===== config.mk =====
export PLATFORM = sky130hd
export DESIGN_NAME = tpw_timer
export DESIGN_NICKNAME = d
export VERILOG_FILES = /design/src/design/tpw_pkg.sv /design/src/design/tpw_timer.sv /design/src/design/tpw_clk_sel.sv /design/src/design/tpw_apb_if.sv
export SDC_FILE = /design/constraint.sdc
export NUM_CORES = 1
export LEC_CHECK = 0
export BUFFER_PORTS_ARGS = -buffer_cell sky130_fd_sc_hd__buf_2
export CAP_MARGIN = 20
export CORE_MARGIN = 10
export CORE_UTILIZATION = 45
export DETAILED_ROUTE_END_ITERATION = 10
export GPL_TIMING_DRIVEN = 0
export PLACE_DENSITY = 0.6
export RECOVER_POWER = 50
export REMOVE_ABC_BUFFERS = 1
export SLEW_MARGIN = 10
export SYNTH_ARGS = -nofsm -noshare
export SYNTH_HDL_FRONTEND = slang
export SYNTH_SLANG_ARGS = --single-unit

===== constraint.sdc =====
create_clock -name clk -period 5.5 [get_ports clk]
set_input_delay 0.275 -clock clk [delete_from_list [all_inputs] [get_ports clk]]
set_output_delay 0.275 -clock clk [all_outputs]
set_load 0.005 [all_outputs]

===== src/design/tpw_pkg.sv =====
// constants shared by the five-channel timer and pwm block
// assumes a 12-bit apb byte address and 32-bit data
package tpw_pkg;
  localparam int unsigned NCH = 5;
  localparam int unsigned CTRL_W = 9;
  // global register byte offsets
  localparam logic [11:0] OFF_START = 12'h000;
  localparam logic [11:0] OFF_SYNC  = 12'h004;
  localparam logic [11:0] OFF_MODE  = 12'h008;
  localparam logic [11:0] OFF_PINS  = 12'h00C;
  // channel n sits at 0x10 * (n + 1); sub offsets within it
  localparam logic [3:0] SUB_CTRL = 4'h0;
  localparam logic [3:0] SUB_CNT  = 4'h4;
  localparam logic [3:0] SUB_GRA  = 4'h8;
  localparam logic [3:0] SUB_GRB  = 4'hC;
  // control register field positions; COMBO_LSB is in the mode register
  localparam int unsigned CKS_LSB  = 0;
  localparam int unsigned EDGE_LSB = 3;
  localparam int unsigned CLR_LSB  = 5;
  localparam int unsigned IOB_LSB  = 7;
  localparam int unsigned COMBO_LSB = 8;
  // reset values
  localparam logic [8:0]  CTRL_RST = 9'h000;
  localparam logic [15:0] GR_RST   = 16'hFFFF;
  // clock select codes; 4..7 pick external pin 0..3
  localparam logic [2:0] CKS_SYS  = 3'h0;
  localparam logic [2:0] CKS_DIV2 = 3'h1;
  localparam logic [2:0] CKS_DIV4 = 3'h2;
  localparam logic [2:0] CKS_DIV8 = 3'h3;
  localparam logic [1:0] EDGE_RISE = 2'h0;
  localparam logic [1:0] EDGE_FALL = 2'h1;
  typedef enum logic [1:0] {CLR_NONE = 2'h0, CLR_GRA = 2'h1, CLR_GRB = 2'h2, CLR_SYNC = 2'h3} tpw_clr_e;
  typedef enum logic [1:0] {IOB_OFF = 2'h0, IOB_LOW = 2'h1, IOB_HIGH = 2'h2, IOB_TOGGLE = 2'h3} tpw_iob_e;
  typedef enum logic [1:0] {COMBO_OFF = 2'h0, COMBO_RSV = 2'h1, COMBO_RSYNC = 2'h2, COMBO_COMPL = 2'h3} tpw_combo_e;
endpackage


===== src/design/tpw_timer.sv =====
// five-channel 16-bit timer: synchronized preset/clear, pwm, reset-sync and complementary pairs
// assumes an apb master and a load on the pwm pins; one clock domain
//
// The placing of the registers and the APB register port were decided locally.
`timescale 1ns/1ps
// How it works
// RULE1: sync bit per channel joins synchronous operation
// RULE2: counter write loads all synchronized counters
// RULE3: sync-clear channels clear with another's clear
// RULE4: pwm pin A high on A, low on B
// RULE5: pwm forces compares; pin B keeps its function
// RULE6: equal compare registers leave pwm output unchanged
// RULE7: all five channels pwm, either clear source
// RULE8: clear on match gives 0% or 100% duty
// RULE9: pwm works with synchronized presets and clears
// RULE10: software sets pwm bit after setup
// RULE11: channels 3,4 give three pairs, counter 3 up
// RULE12: secondary output is inverted primary
// RULE13: counter 3 clears on period match, 4 free
// RULE14: outputs toggle on turning match and clear
// RULE15: software halts counter 3 while configuring
// RULE16: software sets period, then turning points
// RULE17: combo field picks reset-sync or complementary
// RULE18: complementary mode gives three non-overlapping pairs
// RULE19: match acts as counter leaves matching value
// RULE20: clock from system, prescaler or external edges
// RULE21: stopped counter holds outputs and count
// RULE22: synchronized channels start on same tick
module tpw_timer #(
  parameter int unsigned CW = 16
) (
  input  wire logic                    clk,
  input  wire logic                    rst_b,
  input  wire logic                    psel,
  input  wire logic                    penable,
  input  wire logic                    pwrite,
  input  wire logic [11:0]             paddr,
  input  wire logic [31:0]             pwdata,
  output logic [31:0]                  prdata,
  output logic                         pready,
  output logic                         pslverr,
  input  wire logic [3:0]              extClk,
  output logic [tpw_pkg::NCH-1:0]      captureComparePinA,
  output logic [tpw_pkg::NCH-1:0]      captureComparePinAOe,
  output logic [tpw_pkg::NCH-1:0]      captureComparePinB,
  output logic [tpw_pkg::NCH-1:0]      captureComparePinBOe,
  output logic                         inverseOutA4,
  output logic                         inverseOutB4,
  output logic                         inverseOutOe
);
  localparam int unsigned N = tpw_pkg::NCH;

  if (CW < 2 || CW > 32) begin : g_bad_width
    $error("tpw_timer: CW must be 2..32");
  end

  logic [N-1:0]          timerStartR;
  logic [N-1:0]          timerSyncR;
  logic [N-1:0]          pwmEnR;
  logic [1:0]            comboModeR;
  logic [8:0]            ctrlR [N];
  logic [CW-1:0]         cntR  [N];
  logic [CW-1:0]         graR  [N];
  logic [CW-1:0]         grbR  [N];
  logic [N-1:0]          pwmOutR;
  logic [N-1:0]          pinBOutR;
  logic [2:0]            posR;
  logic [2:0]            negR;
  logic [2:0]            posNxt;
  logic [2:0]            negNxt;
  logic [2:0]            preCntR;
  logic [N-1:0]          tick;
  logic [N-1:0]          cmpA;
  logic [N-1:0]          cmpB;
  logic [N-1:0]          ownClr;
  logic [N-1:0]          clr;
  logic [N-1:0]          wrCnt;
  logic [N-1:0]          load;
  logic                  syncClr;
  logic                  presetAll;
  logic                  wrStb;
  logic                  comboOn;
  logic                  comboRs;
  logic [2:0]            chSel;
  logic [3:0]            subSel;
  logic [31:0]           rdMux;
  logic [CW-1:0]         turn  [3];
  logic [2:0]            hit3;
  logic [2:0]            hit4;

  assign chSel   = paddr[6:4] - 3'h1;
  assign subSel  = paddr[3:0];
  assign comboOn = comboModeR[1];
  assign comboRs = comboModeR == tpw_pkg::COMBO_RSYNC;

  tpw_apb_if u_apb (
    .clk     (clk),
    .rst_b   (rst_b),
    .psel    (psel),
    .penable (penable),
    .pwrite  (pwrite),
    .paddr   (paddr),
    .rdMux   (rdMux),
    .pready  (pready),
    .pslverr (pslverr),
    .prdata  (prdata),
    .wrStb   (wrStb)
  );

  // global registers
  always_ff @(posedge clk or negedge rst_b) begin
    if (!rst_b) begin
      timerStartR <= '0;
      timerSyncR  <= '0;
      pwmEnR      <= '0;
      comboModeR  <= tpw_pkg::COMBO_OFF;
    end else if (wrStb && paddr[6:4] == 3'h0) begin
      // one write starts several channels on the same tick
      if (paddr[3:0] == tpw_pkg::OFF_START[3:0]) timerStartR <= pwdata[N-1:0]; // RULE22
      if (paddr[3:0] == tpw_pkg::OFF_SYNC[3:0]) timerSyncR <= pwdata[N-1:0]; // RULE1
      if (paddr[3:0] == tpw_pkg::OFF_MODE[3:0]) begin
        pwmEnR     <= pwdata[N-1:0]; // RULE10
        comboModeR <= pwdata[tpw_pkg::COMBO_LSB +: 2]; // RULE17
      end
    end
  end

  // shared prescaler keeps equal sources in phase across channels
  always_ff @(posedge clk or negedge rst_b) begin
    if (!rst_b) begin
      preCntR <= 3'h0;
    end else begin
      preCntR <= preCntR + 3'h1;
    end
  end

  always_comb begin
    for (int k = 0; k < N; k++) begin
      wrCnt[k] = wrStb && chSel == 3'(k) && subSel == tpw_pkg::SUB_CNT && paddr[6:4] != 3'h0;
    end
    presetAll = |(wrCnt & timerSyncR);
    syncClr   = |(ownClr & timerSyncR);
  end

  genvar i;
  for (i = 0; i < N; i++) begin : g_ch
    logic chWr;
    logic decoupled;
    tpw_pkg::tpw_clr_e clrSel;

    assign chWr      = wrStb && paddr[6:4] == 3'(i + 1);
    // channel 4 compares are cut off in the paired modes
    assign decoupled = comboOn && i == 4; // RULE13
    assign clrSel    = (comboOn && i == 3) ? tpw_pkg::CLR_GRA : tpw_pkg::tpw_clr_e'(ctrlR[i][tpw_pkg::CLR_LSB +: 2]);

    tpw_clk_sel u_cks (
      .clk     (clk),
      .rst_b   (rst_b),
      .run     (timerStartR[i]),
      .clkSel  (ctrlR[i][tpw_pkg::CKS_LSB +: 3]),
      .edgeSel (ctrlR[i][tpw_pkg::EDGE_LSB +: 2]),
      .preTick ({&preCntR, &preCntR[1:0], preCntR[0]}),
      .extClk  (extClk),
      .tick    (tick[i])
    );

    // match counts only as the counter steps off the value
    assign cmpA[i]   = tick[i] && cntR[i] == graR[i] && !decoupled; // RULE19
    assign cmpB[i]   = tick[i] && cntR[i] == grbR[i] && !decoupled; // RULE19
    assign ownClr[i] = (clrSel == tpw_pkg::CLR_GRA && cmpA[i]) || (clrSel == tpw_pkg::CLR_GRB && cmpB[i]); // RULE7 RULE8
    assign clr[i]    = ownClr[i] || (timerSyncR[i] && clrSel == tpw_pkg::CLR_SYNC && syncClr); // RULE3 RULE9
    assign load[i]   = wrCnt[i] || (presetAll && timerSyncR[i]); // RULE2

    always_ff @(posedge clk or negedge rst_b) begin
      if (!rst_b) begin
        ctrlR[i] <= tpw_pkg::CTRL_RST;
        graR[i]  <= CW'(tpw_pkg::GR_RST);
        grbR[i]  <= CW'(tpw_pkg::GR_RST);
      end else if (chWr) begin
        if (subSel == tpw_pkg::SUB_CTRL) ctrlR[i] <= pwdata[8:0];
        if (subSel == tpw_pkg::SUB_GRA) graR[i] <= pwdata[CW-1:0];
        if (subSel == tpw_pkg::SUB_GRB) grbR[i] <= pwdata[CW-1:0];
      end
    end

    always_ff @(posedge clk or negedge rst_b) begin
      if (!rst_b) begin
        cntR[i] <= '0;
      end else if (load[i]) begin
        cntR[i] <= pwdata[CW-1:0]; // RULE2
      end else if (clr[i]) begin
        cntR[i] <= '0; // RULE3 RULE13
      end else if (tick[i]) begin
        cntR[i] <= cntR[i] + CW'(1); // RULE11
      end
    end

    // both registers act as compares regardless of pin settings
    always_ff @(posedge clk or negedge rst_b) begin
      if (!rst_b) begin
        pwmOutR[i] <= 1'b0;
      end else if (pwmEnR[i] && cmpA[i] && !cmpB[i]) begin
        pwmOutR[i] <= 1'b1; // RULE4 RULE5 RULE6
      end else if (pwmEnR[i] && cmpB[i] && !cmpA[i]) begin
        pwmOutR[i] <= 1'b0; // RULE4
      end
    end

    always_ff @(posedge clk or negedge rst_b) begin
      if (!rst_b) begin
        pinBOutR[i] <= 1'b0;
      end else if (cmpB[i]) begin
        case (tpw_pkg::tpw_iob_e'(ctrlR[i][tpw_pkg::IOB_LSB +: 2]))
          tpw_pkg::IOB_LOW:    pinBOutR[i] <= 1'b0; // RULE5
          tpw_pkg::IOB_HIGH:   pinBOutR[i] <= 1'b1;
          tpw_pkg::IOB_TOGGLE: pinBOutR[i] <= ~pinBOutR[i];
          default:             pinBOutR[i] <= pinBOutR[i];
        endcase
      end
    end

    assign captureComparePinBOe[i] = (comboOn && i >= 3) || ctrlR[i][tpw_pkg::IOB_LSB +: 2] != tpw_pkg::IOB_OFF;
    assign captureComparePinAOe[i] = (comboOn && i >= 3) || pwmEnR[i]; // RULE7
  end

  // turning points against counter 3, and counter 4 for the negative side
  assign turn[0] = grbR[3];
  assign turn[1] = graR[4];
  assign turn[2] = grbR[4];

  always_comb begin
    for (int k = 0; k < 3; k++) begin
      hit3[k] = tick[3] && cntR[3] == turn[k];
      hit4[k] = tick[4] && cntR[4] == turn[k];
    end
    // coincident match and clear cancel, giving a flat 0% or 100% phase
    posNxt = posR ^ hit3 ^ {3{clr[3]}}; // RULE14
    negNxt = comboRs ? ~posNxt : negR ^ hit4 ^ {3{clr[4]}}; // RULE12 RULE18
  end

  always_ff @(posedge clk or negedge rst_b) begin
    if (!rst_b) begin
      posR <= 3'h0;
      negR <= 3'h7;
    end else if (comboOn) begin
      posR <= posNxt; // RULE11 RULE14
      negR <= negNxt; // RULE12
    end
  end

  always_comb begin
    captureComparePinA = pwmOutR;
    captureComparePinB = pinBOutR;
    if (comboOn) begin
      captureComparePinA[3] = posR[0]; // RULE11 RULE18
      captureComparePinB[3] = negR[0];
      captureComparePinA[4] = posR[1];
      captureComparePinB[4] = posR[2];
    end
  end

  assign inverseOutA4 = comboOn & negR[1];
  assign inverseOutB4 = comboOn & negR[2];
  assign inverseOutOe = comboOn;

  always_comb begin
    rdMux = 32'h0000_0000;
    if (paddr[6:4] == 3'h0) begin
      case (paddr[3:0])
        tpw_pkg::OFF_START[3:0]: rdMux[N-1:0] = timerStartR;
        tpw_pkg::OFF_SYNC[3:0]:  rdMux[N-1:0] = timerSyncR;
        tpw_pkg::OFF_MODE[3:0]:  rdMux = {22'h0, comboModeR, 3'h0, pwmEnR};
        default: rdMux = {20'h0, inverseOutB4, inverseOutA4, captureComparePinB, captureComparePinA};
      endcase
    end else if (chSel < 3'(N)) begin
      case (subSel)
        tpw_pkg::SUB_CTRL: rdMux[8:0] = ctrlR[chSel];
        tpw_pkg::SUB_CNT:  rdMux[CW-1:0] = cntR[chSel];
        tpw_pkg::SUB_GRA:  rdMux[CW-1:0] = graR[chSel];
        default:           rdMux[CW-1:0] = grbR[chSel];
      endcase
    end
  end
endmodule // tpw_timer


===== src/design/tpw_clk_sel.sv =====
// per-channel count clock selection: system clock, prescaler taps, external pins
// assumes external pins are synchronous to clk
`timescale 1ns/1ps
module tpw_clk_sel (
  input  wire logic       clk,
  input  wire logic       rst_b,
  input  wire logic       run,
  input  wire logic [2:0] clkSel,
  input  wire logic [1:0] edgeSel,
  input  wire logic [2:0] preTick,
  input  wire logic [3:0] extClk,
  output logic            tick
);
  logic [3:0] extPrevR;
  logic       pinNow;
  logic       pinPrev;
  logic       extEdge;
  logic       srcTick;

  always_ff @(posedge clk or negedge rst_b) begin
    if (!rst_b) begin
      extPrevR <= 4'h0;
    end else begin
      extPrevR <= extClk;
    end
  end

  always_comb begin
    pinNow  = extClk[clkSel[1:0]];
    pinPrev = extPrevR[clkSel[1:0]];
    case (edgeSel)
      tpw_pkg::EDGE_RISE: extEdge = pinNow & ~pinPrev;
      tpw_pkg::EDGE_FALL: extEdge = ~pinNow & pinPrev;
      default:            extEdge = pinNow ^ pinPrev;
    endcase
    case (clkSel)
      tpw_pkg::CKS_SYS:  srcTick = 1'b1; // RULE20
      tpw_pkg::CKS_DIV2: srcTick = preTick[0];
      tpw_pkg::CKS_DIV4: srcTick = preTick[1];
      tpw_pkg::CKS_DIV8: srcTick = preTick[2];
      default:           srcTick = extEdge;
    endcase
    // stopped counter sees no tick at all
    tick = run & srcTick; // RULE21
  end
endmodule // tpw_clk_sel


===== src/design/tpw_apb_if.sv =====
// apb slave handshake: decode, write strobe, registered read data
// assumes a zero-wait slave; read data sampled in the setup cycle
`timescale 1ns/1ps
module tpw_apb_if (
  input  wire logic        clk,
  input  wire logic        rst_b,
  input  wire logic        psel,
  input  wire logic        penable,
  input  wire logic        pwrite,
  input  wire logic [11:0] paddr,
  input  wire logic [31:0] rdMux,
  output logic             pready,
  output logic             pslverr,
  output logic [31:0]      prdata,
  output logic             wrStb
);
  logic mapped;

  // 0x00..0x5C word aligned
  assign mapped  = (paddr[11:7] == 5'h00) && (paddr[1:0] == 2'h0) && (paddr[6:4] <= 3'h5);
  assign pready  = psel & penable;
  assign pslverr = psel & penable & ~mapped;
  // unmapped writes are dropped
  assign wrStb   = psel & penable & pwrite & mapped;

  always_ff @(posedge clk or negedge rst_b) begin
    if (!rst_b) begin
      prdata <= 32'h0000_0000;
    end else if (psel & ~penable & ~pwrite) begin
      prdata <= mapped ? rdMux : 32'h0000_0000;
    end
  end
endmodule // tpw_apb_if


==> run metrics, run 1 <==
startpoint types register; Pwr Total 0.00553 W; clock power share 47.7%; switching share of power about 25%; cell row count 81; post-DP HPWL roughly 57,000 microns; Placer Congestion 0.957; Peak VDD IR 0.248 mV; final wirelength 77,200 microns; Yosys cell types 89; Clock Pin Slew Worst Setup and Hold Paths about 60 ps; synthesized area per cell 10.4 sq um; Area Growth Syn to Fin 8.96%; largest net degree at the start of global routing 104; vias in the first global route 17,451; Initial Util 45.3%; peak fanout along the critical path 14; Pre-Repair DR Iteration Count 6; internal power around 0.0041 W; Synth Register Bits 341; endpoints failing hold 0; critical setup path kind reg2reg; remaining antenna violation count 0; Fill cells 4,464; area occupied by multi-input gates 12,400 sq um; failing checks capacitance limit, slew limit; required time of the critical path about 6000 ps; antenna cells 0; setup TNS 0 ps; Core Region 48,700 sq um; Max-slew headroom -126%; achievable frequency 209 MHz; Synth Flop Type dfrtp_1; depth of the CTS H-tree 2; leakage 11.1 nW; via/cell ratio about 6.3; # setup viols final 0; GR Util All Layers about a quarter; CP Cell Sequence mux4_2 -> ha_1 -> nor2b_1 -> a211o_1 -> a32oi_2 -> o32ai_1 -> nor4_4 -> a21boi_4 -> o21ai_2 -> or3_1 -> a21oi_1; die area 58,300 sq um; Num CTS Buffers 41; combinational power share 6.6%; RSZ-0062 raised after global routing false; hold_ws 144 ps; max-slew violations 55; Tcrit/Tclk final between 80% and 90%; Post-synth top cells mux2_2 (223), xor2_1 (221), nand2_1 (205), dfrtp_1 (178), dfstp_2 (163); Initial DRC Count 1,720; # DRC 0; first-pass GRT wire length 115,000 microns; Layout Skew around 19 ps; CP max-delay cell nor4_4; Hold WC Path Type in2reg; leading area contributor after synthesis dfrtp_1; CP arrival 5270 ps; Final min period 4780 ps; top cell type's share of synthesized area 20.2%; Seq pwr share 45.7%; layout cells sized above 1 30.5%; Critical Path Sink Type register; Register Area 8740 sq um; Mapped Area 22,100 sq um; status finished, violations left; Worst-Margin Slew about 3400 ps; Setup Fix Bufs, Post-CTS 0; synthesized netlist cell count 2,128; share of flip-flops with an asynchronous set or reset after synthesis 100%; GR Overflow Total 0; number of synthesized flops with an enable pin 0; # Max-Cap Violations 1; PortBufs between 70 and 80; Clock Path Buffers 3; PwrDens 230 nW/um^2; Synth area leaders dfrtp_1 (20%), dfstp_2 (19%), mux2_2 (11%); Syn. warnings 0; CTS root buf clkbuf_16; Die W ~240 microns; worst skew pair latency approximately 580 ps; most common cell in the synthesized netlist mux2_2; Vias 17,414; sw power 0.00138 W; Seq/Total Area, Yosys 39.6%; clock sinks between 300 and 400; Wirelength per Cell 27.8 microns; initial antenna violation count 0; Chip Height 242 microns; max incr delay on CP 780 ps; I/O pin cnt 110; TritonCTS clock tree yes; final layout net count about 2,200
[logic make-up after synthesis]
family / count (synthesis) / share of synthesized area (%)
compound gates: 374 / 11.7
buf+inv: 237 / 4.85
simple gates: 576 / 12.9
xor+xnor: 260 / 10.3
fa+ha+maj: 25 / 1.42
mux: 314 / 19.2
flops: 341 / 39.6
other cells: 1 / 0.0170
[worst max-delay path: cells and delay by family, from the launching register on]
family          cells  cell delay (ps)
compound gates      6             2130
simple gates        3             1300
mux                 1              580
flops               1              500
fa+ha+maj           1              200
[power groups by stage]
stage	clock, W	sequential (W)	combinational [W]
6_report	0.00264	0.00252	0.000366
5_1_grt	0.00278	0.00252	0.000389
4_1_cts	0.00268	0.00252	0.000364
3_5_place_dp	0	0.00256	0.000360
3_3_place_gp	0	0.00256	0.000340
2_1_floorplan	0	0.00256	0.000136
[cell type report]
type	count	share of cell area, %
Sequential cell	341	36.3
Clock inverter	9	0.192
Clock buffer	66	5.12
Timing Repair Buffer	99	2.85
Multi-Input combinational cell	1565	51.5
Inverter	35	0.546
Tap cell	664	3.45
[cells in the final DEF (no fill, tap or decap), types with 11 or more instances in the layout]
cell type and instances:
o31ai_1 38, clkbuf_1 32, conb_1 16, a21oi_1 98, mux2_2 223, mux4_2 63, nor4_1 55, dfrtp_1 178
a22oi_1 21, and3_1 14, o21ai_0 75, buf_2 60, clkbuf_16 43, nand3_1 50, a31oi_1 11, inv_1 34
dfstp_2 163, nor2_2 12, xor2_1 221, or2_2 12, a2bb2oi_1 18, nor2_1 90, ha_1 23, mux2i_1 24
xnor2_1 39, nand4_1 29, nand2_1 205, a22o_1 16, nor3_1 37
[what timing repair did]
item	in CTS	in global routing
hold buffers	5	0
resized for setup	0	0
endpoints found under the hold margin	57	0
[registers in the layout, summed over array words and instances, names as in the netlist, 4 cells and up]
signal,count
timerStartR,5
grbR,80
g_ch.u_cks.extPrevR,4
graR,80
pwmEnR,5
ctrlR,45
timerSyncR,5
u_apb.prdata,16
cntR,80
[per-stage QoR]
stage | cell area (sq um) | instances | util, % | setup slack [ps]
final | 24100 | 2779 | 49.4 | 721
after global routing | 24100 | 2779 | 49.4 | 398
after CTS | 24100 | 2775 | 49.4 | 600
after detailed placement | 22700 | 2695 | 46.7 | 629
after global placement | 22400 | 2682 | 46.0 | -2610
after floorplan | 21200 | 1941 | - | 1570
[final timing paths]
path                                  from          to  slack, ps  cells past startpoint
worst max-delay path             ctrlR[18]    cntR[65]        720                     11
worst min-delay path            pwdata[15]    cntR[15]        140                      3
worst max register to register   ctrlR[18]    cntR[65]        720                     11
worst min register to register  preCntR[2]  preCntR[2]        480                      1
max in group asynchronous            rst_b    cntR[27]       1020                      3
min in group asynchronous            rst_b   ctrlR[44]       1400                      2
[layer usage]
metal  GRT usage [%]  wire, microns  vias to the layer above
met2            40.8          35600                      750
met5               0              0                        -
met4            9.18           2620                        0
met3            4.97           6100                      132
met1            34.5          32900                     8970
li1                -              -                     7562
Power figures use the tool's default switching activity.
==> run 2, diff against run 1 <==
- CORE_ASPECT_RATIO: unset -> 0.75
==> run metrics, run 2 (synthesis results as in run 1) <==
PwrDens 236 nW/um^2 (was 230 nW/um^2); worst skew pair latency 570 ps (was 580 ps); commonest non-fill, non-tap cell in the layout mux2_2 (unchanged); cell row count 70 (was 81); die area 58,400 sq um (was 58,300 sq um); Tcrit/Tclk final 91.1% (was 86.9%); via/cell ratio 6.51 (was 6.27); Max-slew headroom -184% (was -126%); GR Overflow Total 0 (unchanged); Pre-Repair DR Iteration Count 6 (unchanged); Stages on worst setup path 11 (unchanged); vias in the first global route 17,042 (was 17,451); RSZ-0062 raised after global routing false (unchanged); CP Cell Sequence mux4_2 -> ha_1 -> nor2b_1 -> a211o_1 -> a32oi_2 -> o32ai_1 -> nor4_4 -> a21boi_4 -> o21ai_2 -> or3_1 -> a21oi_1 (unchanged); Initial Util 45.4% (was 45.3%); CP bufs+invs 0 (unchanged); clock power share 49.3% (was 47.7%); worst setup path endpoint cntR[65] (unchanged); required time of the critical path 5990 ps (about the same); Chip Height 212 microns (was 242 microns); clock sinks 341 (unchanged); GR Util All Layers 27.2% (was 25.8%); CTS resizes 0 (unchanged); CTS root buf clkbuf_16 (unchanged); antenna cells 0 (unchanged); Critical Path Sink Type register (unchanged); largest net degree at the start of global routing 103 (was 104); Vias 17,937 (was 17,414); hold path startpoint pwdata[11] (was pwdata[15]); R2R Path End cntR[65] (unchanged); post-place setup slack 398 ps (was 629 ps); Reg2Reg Depth 11 (unchanged); Clock Pin Slew Worst Setup and Hold Paths 60 ps (about the same); placed cell areas 22,700 sq um (about the same); reg-to-reg startpoint ctrlR[18] (unchanged); Peak VDD IR 0.180 mV (was 0.248 mV); Fill cells 4,374 (was 4,464); max incr delay on CP 850 ps (was 780 ps); final wirelength 80,400 microns (was 77,200 microns); combinational power share 6.5% (was 6.6%); leakage 11.0 nW (was 11.1 nW); Clock Path Buffers 3 (unchanged); switching share of power 24.8% (was 25.0%); post-DP HPWL 59,000 microns (was 56,900 microns); status finished, violations left (unchanged); most frequent cells in the layout mux2_2 (223), xor2_1 (221), nand2_1 (205), dfrtp_1 (178), dfstp_2 (163) (unchanged); first-pass GRT wire length 118,000 microns (was 115,000 microns); Final min period 5010 ps (was 4780 ps); CP max-delay cell a32oi_2 (was nor4_4); internal reg-to-reg setup slack 490 ps (was 720 ps); PortBufs 77 (unchanged); remaining antenna violation count 0 (unchanged); depth of the CTS H-tree 2 (unchanged); final layout net count 2,158 (was 2,161); Placer Congestion 0.923 (was 0.957); # DRC 0 (unchanged); Final Cell Area 24,100 sq um (about the same); CP startpoint ctrlR[18] (unchanged); Regs by FF count cntR: 80 flops, graR: 80 flops, grbR: 80 flops (unchanged); Worst-Margin Slew 4260 ps (was 3390 ps); peak fanout along the critical path 14 (unchanged); # setup viols final 0 (unchanged); Initial DRC Count 2,434 (was 1,720); Seq pwr share 44.3% (was 45.7%); # Max-Cap Violations 1 (unchanged); sw power 0.00141 W (was 0.00138 W); Num CTS Buffers 38 (was 41); I/O pin cnt 110 (unchanged); TritonCTS clock tree yes (unchanged); max-slew violations 76 (was 55); failing checks capacitance limit, slew limit (unchanged); startpoint types register (unchanged); Core Region 48,600 sq um (was 48,700 sq um); Die W 276 microns (was 242 microns); Layout Skew 30.0 ps (was 18.8 ps); critical setup path kind reg2reg (unchanged); CP arrival 5500 ps (was 5270 ps); endpoints failing hold 0 (unchanged); Hold WC Path Type in2reg (unchanged); achievable frequency 200 MHz (was 209 MHz); initial antenna violation count 2 (was 0); Top delay family on crit path compound AO/OA/AOI/OAI gates (unchanged); Area Growth Syn to Fin 9.15% (was 8.96%); layout cells sized above 1 30.0% (was 30.5%); Wirelength per Cell 29.1 microns (was 27.8 microns); Setup Fix Bufs, Post-CTS 0 (unchanged); slack of the critical path 488 ps (was 721 ps); internal power 0.00429 W (was 0.00415 W)
run 2: cell types whose count changed in the layout (fill, tap and decap cells not counted), moves of 3 or more:
cell and delta:
buf_2 -16, bufinv_16 +3, clkbuf_1 +9, clkinv_2 -5, clkinvlp_4 +4
run 2: area by class of cell:
type | instances | area (sq um) | area share (%)
Timing Repair Buffer | 99 | 662 | 2.75
Multi-Input combinational cell | 1565 | 12400 | 51.5
Clock buffer | 59 | 1220 | 5.05
Tap cell | 648 | 811 | 3.36
Inverter | 35 | 131 | 0.545
Sequential cell | 341 | 8740 | 36.2
Clock inverter | 10 | 143 | 0.592
run 2: worst reg2reg max path: cells and delay by family (launching register included):
| kind | cells | cell delay (ps) |
|---|---|---|
| AND/OR/NAND/NOR | 3 | 1340 |
| AO/OA/AOI/OAI | 6 | 2300 |
| flip-flops | 1 | 540 |
| adder cells (fa/ha/maj) | 1 | 180 |
| multiplexers | 1 | 570 |
run 2: layer usage:
layer / vias to the layer above / share of wire (%) / global-route usage, %
met5: - / 0.020 / 0
met4: 2 / 2.4 / 6.83
met2: 983 / 41 / 37.4
li1: 7555 / - / -
met3: 122 / 11 / 6.97
met1: 9275 / 45 / 41.3
run 2: how the worst min path moves through the flow:
stage                     depth (start not counted)  slack (ps)                     to
after global routing                              3         200               cntR[14]
after floorplan                                   0         -20  captureComparePinA[0]
after global placement                            2         460        u_apb.prdata[1]
after CTS                                         3         150               cntR[27]
final                                             3         170               cntR[27]
after detailed placement                          1         300                cntR[0]
run 2: per-stage QoR:
stage	TNS [ps]	power [W]	util (%)	instances	hold slack (ps)
after CTS	0	0.00571	49.7	2754	147
after global placement	-670590	0.00291	46.1	2666	461
after floorplan	0	0.00270	-	1941	-20.6
after global routing	0	0.00584	49.6	2757	196
after detailed placement	0	0.00292	46.8	2680	298
final	0	0.00570	49.6	2757	170
run 2: power groups by stage:
stage                     clock network, W  logic (W)  registers, W
after floorplan                          0   0.000136       0.00256
after global placement                   0   0.000342       0.00256
after detailed placement                 0   0.000358       0.00256
after CTS                          0.00283   0.000362       0.00252
after global routing               0.00293   0.000388       0.00252
final                              0.00281   0.000369       0.00252
run 2: what timing repair did:
item | in CTS | in global routing
hold buffers | 5 | 0
endpoints found under the setup margin | 0 | 0
endpoints found under the hold margin | 44 | 0
==> run 3, diff against run 2 <==
- CORE_ASPECT_RATIO: 0.75 -> 0.9
- REMOVE_ABC_BUFFERS: 1 -> unset
==> run metrics, run 3 (synthesis results as in run 1) <==
internal reg-to-reg setup slack 810 ps (was 490 ps); Reg2Reg Depth 14 (was 11); die area 58,400 sq um (about the same); Setup Fix Bufs, Post-CTS 0 (unchanged); layout cells sized above 1 30.2% (was 30.0%); setup TNS 0 ps (unchanged); RSZ-0062 raised after global routing false (unchanged); GR Overflow Total 0 (unchanged); Die W 254 microns (was 276 microns); Fill cells 4,350 (was 4,374); Peak VDD IR 0.272 mV (was 0.180 mV); Num CTS Buffers 41 (was 38); Worst-Margin Slew 4430 ps (was 4260 ps); CP startpoint paddr[4] (was ctrlR[18]); Area Growth Syn to Fin 12.4% (was 9.15%); initial antenna violation count 3 (was 2); GR Util All Layers 30.2% (was 27.2%); R2R Path End cntR[45] (was cntR[65]); Vias 18,599 (was 17,937); achievable frequency 203 MHz (was 200 MHz); largest net degree at the start of global routing 101 (was 103); Clock Path Buffers 3 (unchanged); CTS root buf clkbuf_16 (unchanged); reg-to-reg startpoint ctrlR[18] (unchanged); final wirelength 89,100 microns (was 80,400 microns); met2 Resource Use GR 44.7% (was 37.4%); worst setup path endpoint u_apb.prdata[9] (was cntR[65]); area occupied by multi-input gates 12,400 sq um (about the same); remaining antenna violation count 0 (unchanged); CP max-delay cell clkbuf_1 (was a32oi_2); Clock Pin Slew Worst Setup and Hold Paths 60 ps (about the same); Hold WC Path Type in2reg (unchanged); max incr delay on CP 690 ps (was 850 ps); worst skew pair latency 580 ps (was 570 ps); failing checks capacitance limit, slew limit (unchanged); I/O pin cnt 110 (unchanged); Regs by FF count cntR: 80 flops, graR: 80 flops, grbR: 80 flops (unchanged); CP arrival 5340 ps (was 5500 ps); clock sinks 341 (unchanged); final layout net count 2,350 (was 2,158); peak fanout along the critical path 19 (was 14); Post-Layout Cell Count 2,929 (was 2,757); Placer Congestion 1.01 (was 0.923); max-slew violations 77 (was 76); Tcrit/Tclk final 89.4% (was 91.1%); PortBufs 71 (was 77); Top Usage Layer GRT met2 (was met1); startpoint types input pin (was register); Register Area 8740 sq um (unchanged); Wirelength per Cell 30.4 microns (was 29.1 microns); met3 global-route usage 7.36% (was 6.97%); commonest non-fill, non-tap cell in the layout mux2_2 (unchanged); CP Cell Sequence buf_2 -> buf_2 -> buf_2 -> inv_1 -> ha_1 -> clkbuf_1 -> clkbuf_1 -> clkbuf_1 -> mux4_2 -> a2bb2oi_1 -> nor2_1 -> nor3_1 -> o31ai_1 (was mux4_2 -> ha_1 -> nor2b_1 -> a211o_1 -> a32oi_2 -> o32ai_1 -> nor4_4 -> a21boi_4 -> o21ai_2 -> or3_1 -> a21oi_1); Max-slew headroom -195% (was -184%); status finished, violations left (unchanged); endpoints failing hold 0 (unchanged); TritonCTS clock tree yes (unchanged); first-pass GRT wire length 129,000 microns (was 118,000 microns); leakage 11.5 nW (was 11.0 nW); PwrDens 230 nW/um^2 (was 236 nW/um^2); # Max-Cap Violations 1 (unchanged); post-place setup slack -817 ps (was 398 ps); Critical Path Sink Type register (unchanged); slack of the critical path 582 ps (was 488 ps); required time of the critical path 5930 ps (was 5990 ps); Initial Util 45.8% (was 45.4%); depth of the CTS H-tree 2 (unchanged); Pre-Repair DR Iteration Count 5 (was 6); via/cell ratio 6.35 (was 6.51); critical setup path kind in2reg (was reg2reg); # DRC 0 (unchanged); placed cells 2,844 (was 2,680); Layout Skew 18.1 ps (was 30.0 ps); Pwr Total 0.00572 W (was 0.00570 W); Core Region 48,200 sq um (was 48,600 sq um); Final min period 4920 ps (was 5010 ps); # setup viols final 0 (unchanged); grt met1 use 42.1% (was 41.3%); most frequent cells in the layout mux2_2 (223), xor2_1 (221), nand2_1 (205), dfrtp_1 (178), dfstp_2 (163) (unchanged); vias in the first global route 18,223 (was 17,042); cell row count 76 (was 70); Chip Height 230 microns (was 212 microns); post-DP HPWL 69,600 microns (was 59,000 microns); Final Cell Area 24,800 sq um (was 24,100 sq um); Initial DRC Count 2,196 (was 2,434); placed cell areas 23,400 sq um (was 22,700 sq um)
-- run 3: changes by cell type in the layout (fill, tap and decap cells not counted), sizes merged --
cell,change
dlygate4sd3,+4
buf,+77
clkinvlp,-3
clkbuf,+111
diode,+2
inv,+2
clkinv,+1
clkdlybuf4s15,+2
-- run 3: routing by layer --
layer,up-vias,wire length [microns],part of all wire [%]
met4,0,3240,3.6
met1,9501,38200,43
met2,980,38600,43
met5,-,0,0
li1,7963,-,-
met3,155,9000,10
-- run 3: report_power, final --
group / internal (W) / leakage (nW) / switching (W)
clock: 0.00162 / 0.641 / 0.00115
sequential: 0.00252 / 4.13 / 0.00000395
combinational: 0.000112 / 6.76 / 0.000315
-- run 3: worst max-delay path, delay by kind of cell --
kind | cells | cell delay [ps]
buffers and inverters | 7 | 3320
and+or+nand+nor | 2 | 570
muxes | 1 | 450
adders and majority gates | 1 | 370
AOI/OAI and AO/OA | 2 | 310
-- run 3: cell type report --
type	count	area share, %
tap	624	3.15
antenna	2	0.0202
inverter	35	0.529
timing repair buffer	87	2.18
sequential	341	35.2
clock buffer	64	4.77
multi-input combinational	1565	49.8
clock inverter	10	0.544
buffer	201	3.83
-- run 3: stage by stage --
stage | utilization (%) | hold slack, ps
3_3_place_gp | 48.3 | 463
5_1_grt | 51.5 | 47.2
3_5_place_dp | 48.6 | 297
4_1_cts | 51.5 | 2.77
6_report | 51.5 | 28.7
2_1_floorplan | - | -20.6
-- run 3: how the worst min path moves through the flow --
| stage | to | cells after the start | slack, ps | start |
|---|---|---|---|---|
| floorplan | captureComparePinA[0] | 0 | -20 | rst_b |
| global placement | preCntR[1] | 1 | 460 | preCntR[1] |
| detailed placement | comboModeR[1] | 1 | 300 | rst_b |
| CTS | cntR[66] | 3 | 3 | pwdata[2] |
| global route | timerSyncR[0] | 2 | 50 | pwdata[0] |
| finish | cntR[66] | 3 | 30 | pwdata[2] |
-- run 3: repair_timing --
| action | in CTS | in global routing |
|---|---|---|
| setup endpoints to repair | 5 | 1 |
| hold buffers | 9 | 0 |
| gates resized for setup | 4 | 0 |
| hold endpoints to repair | 54 | 0 |
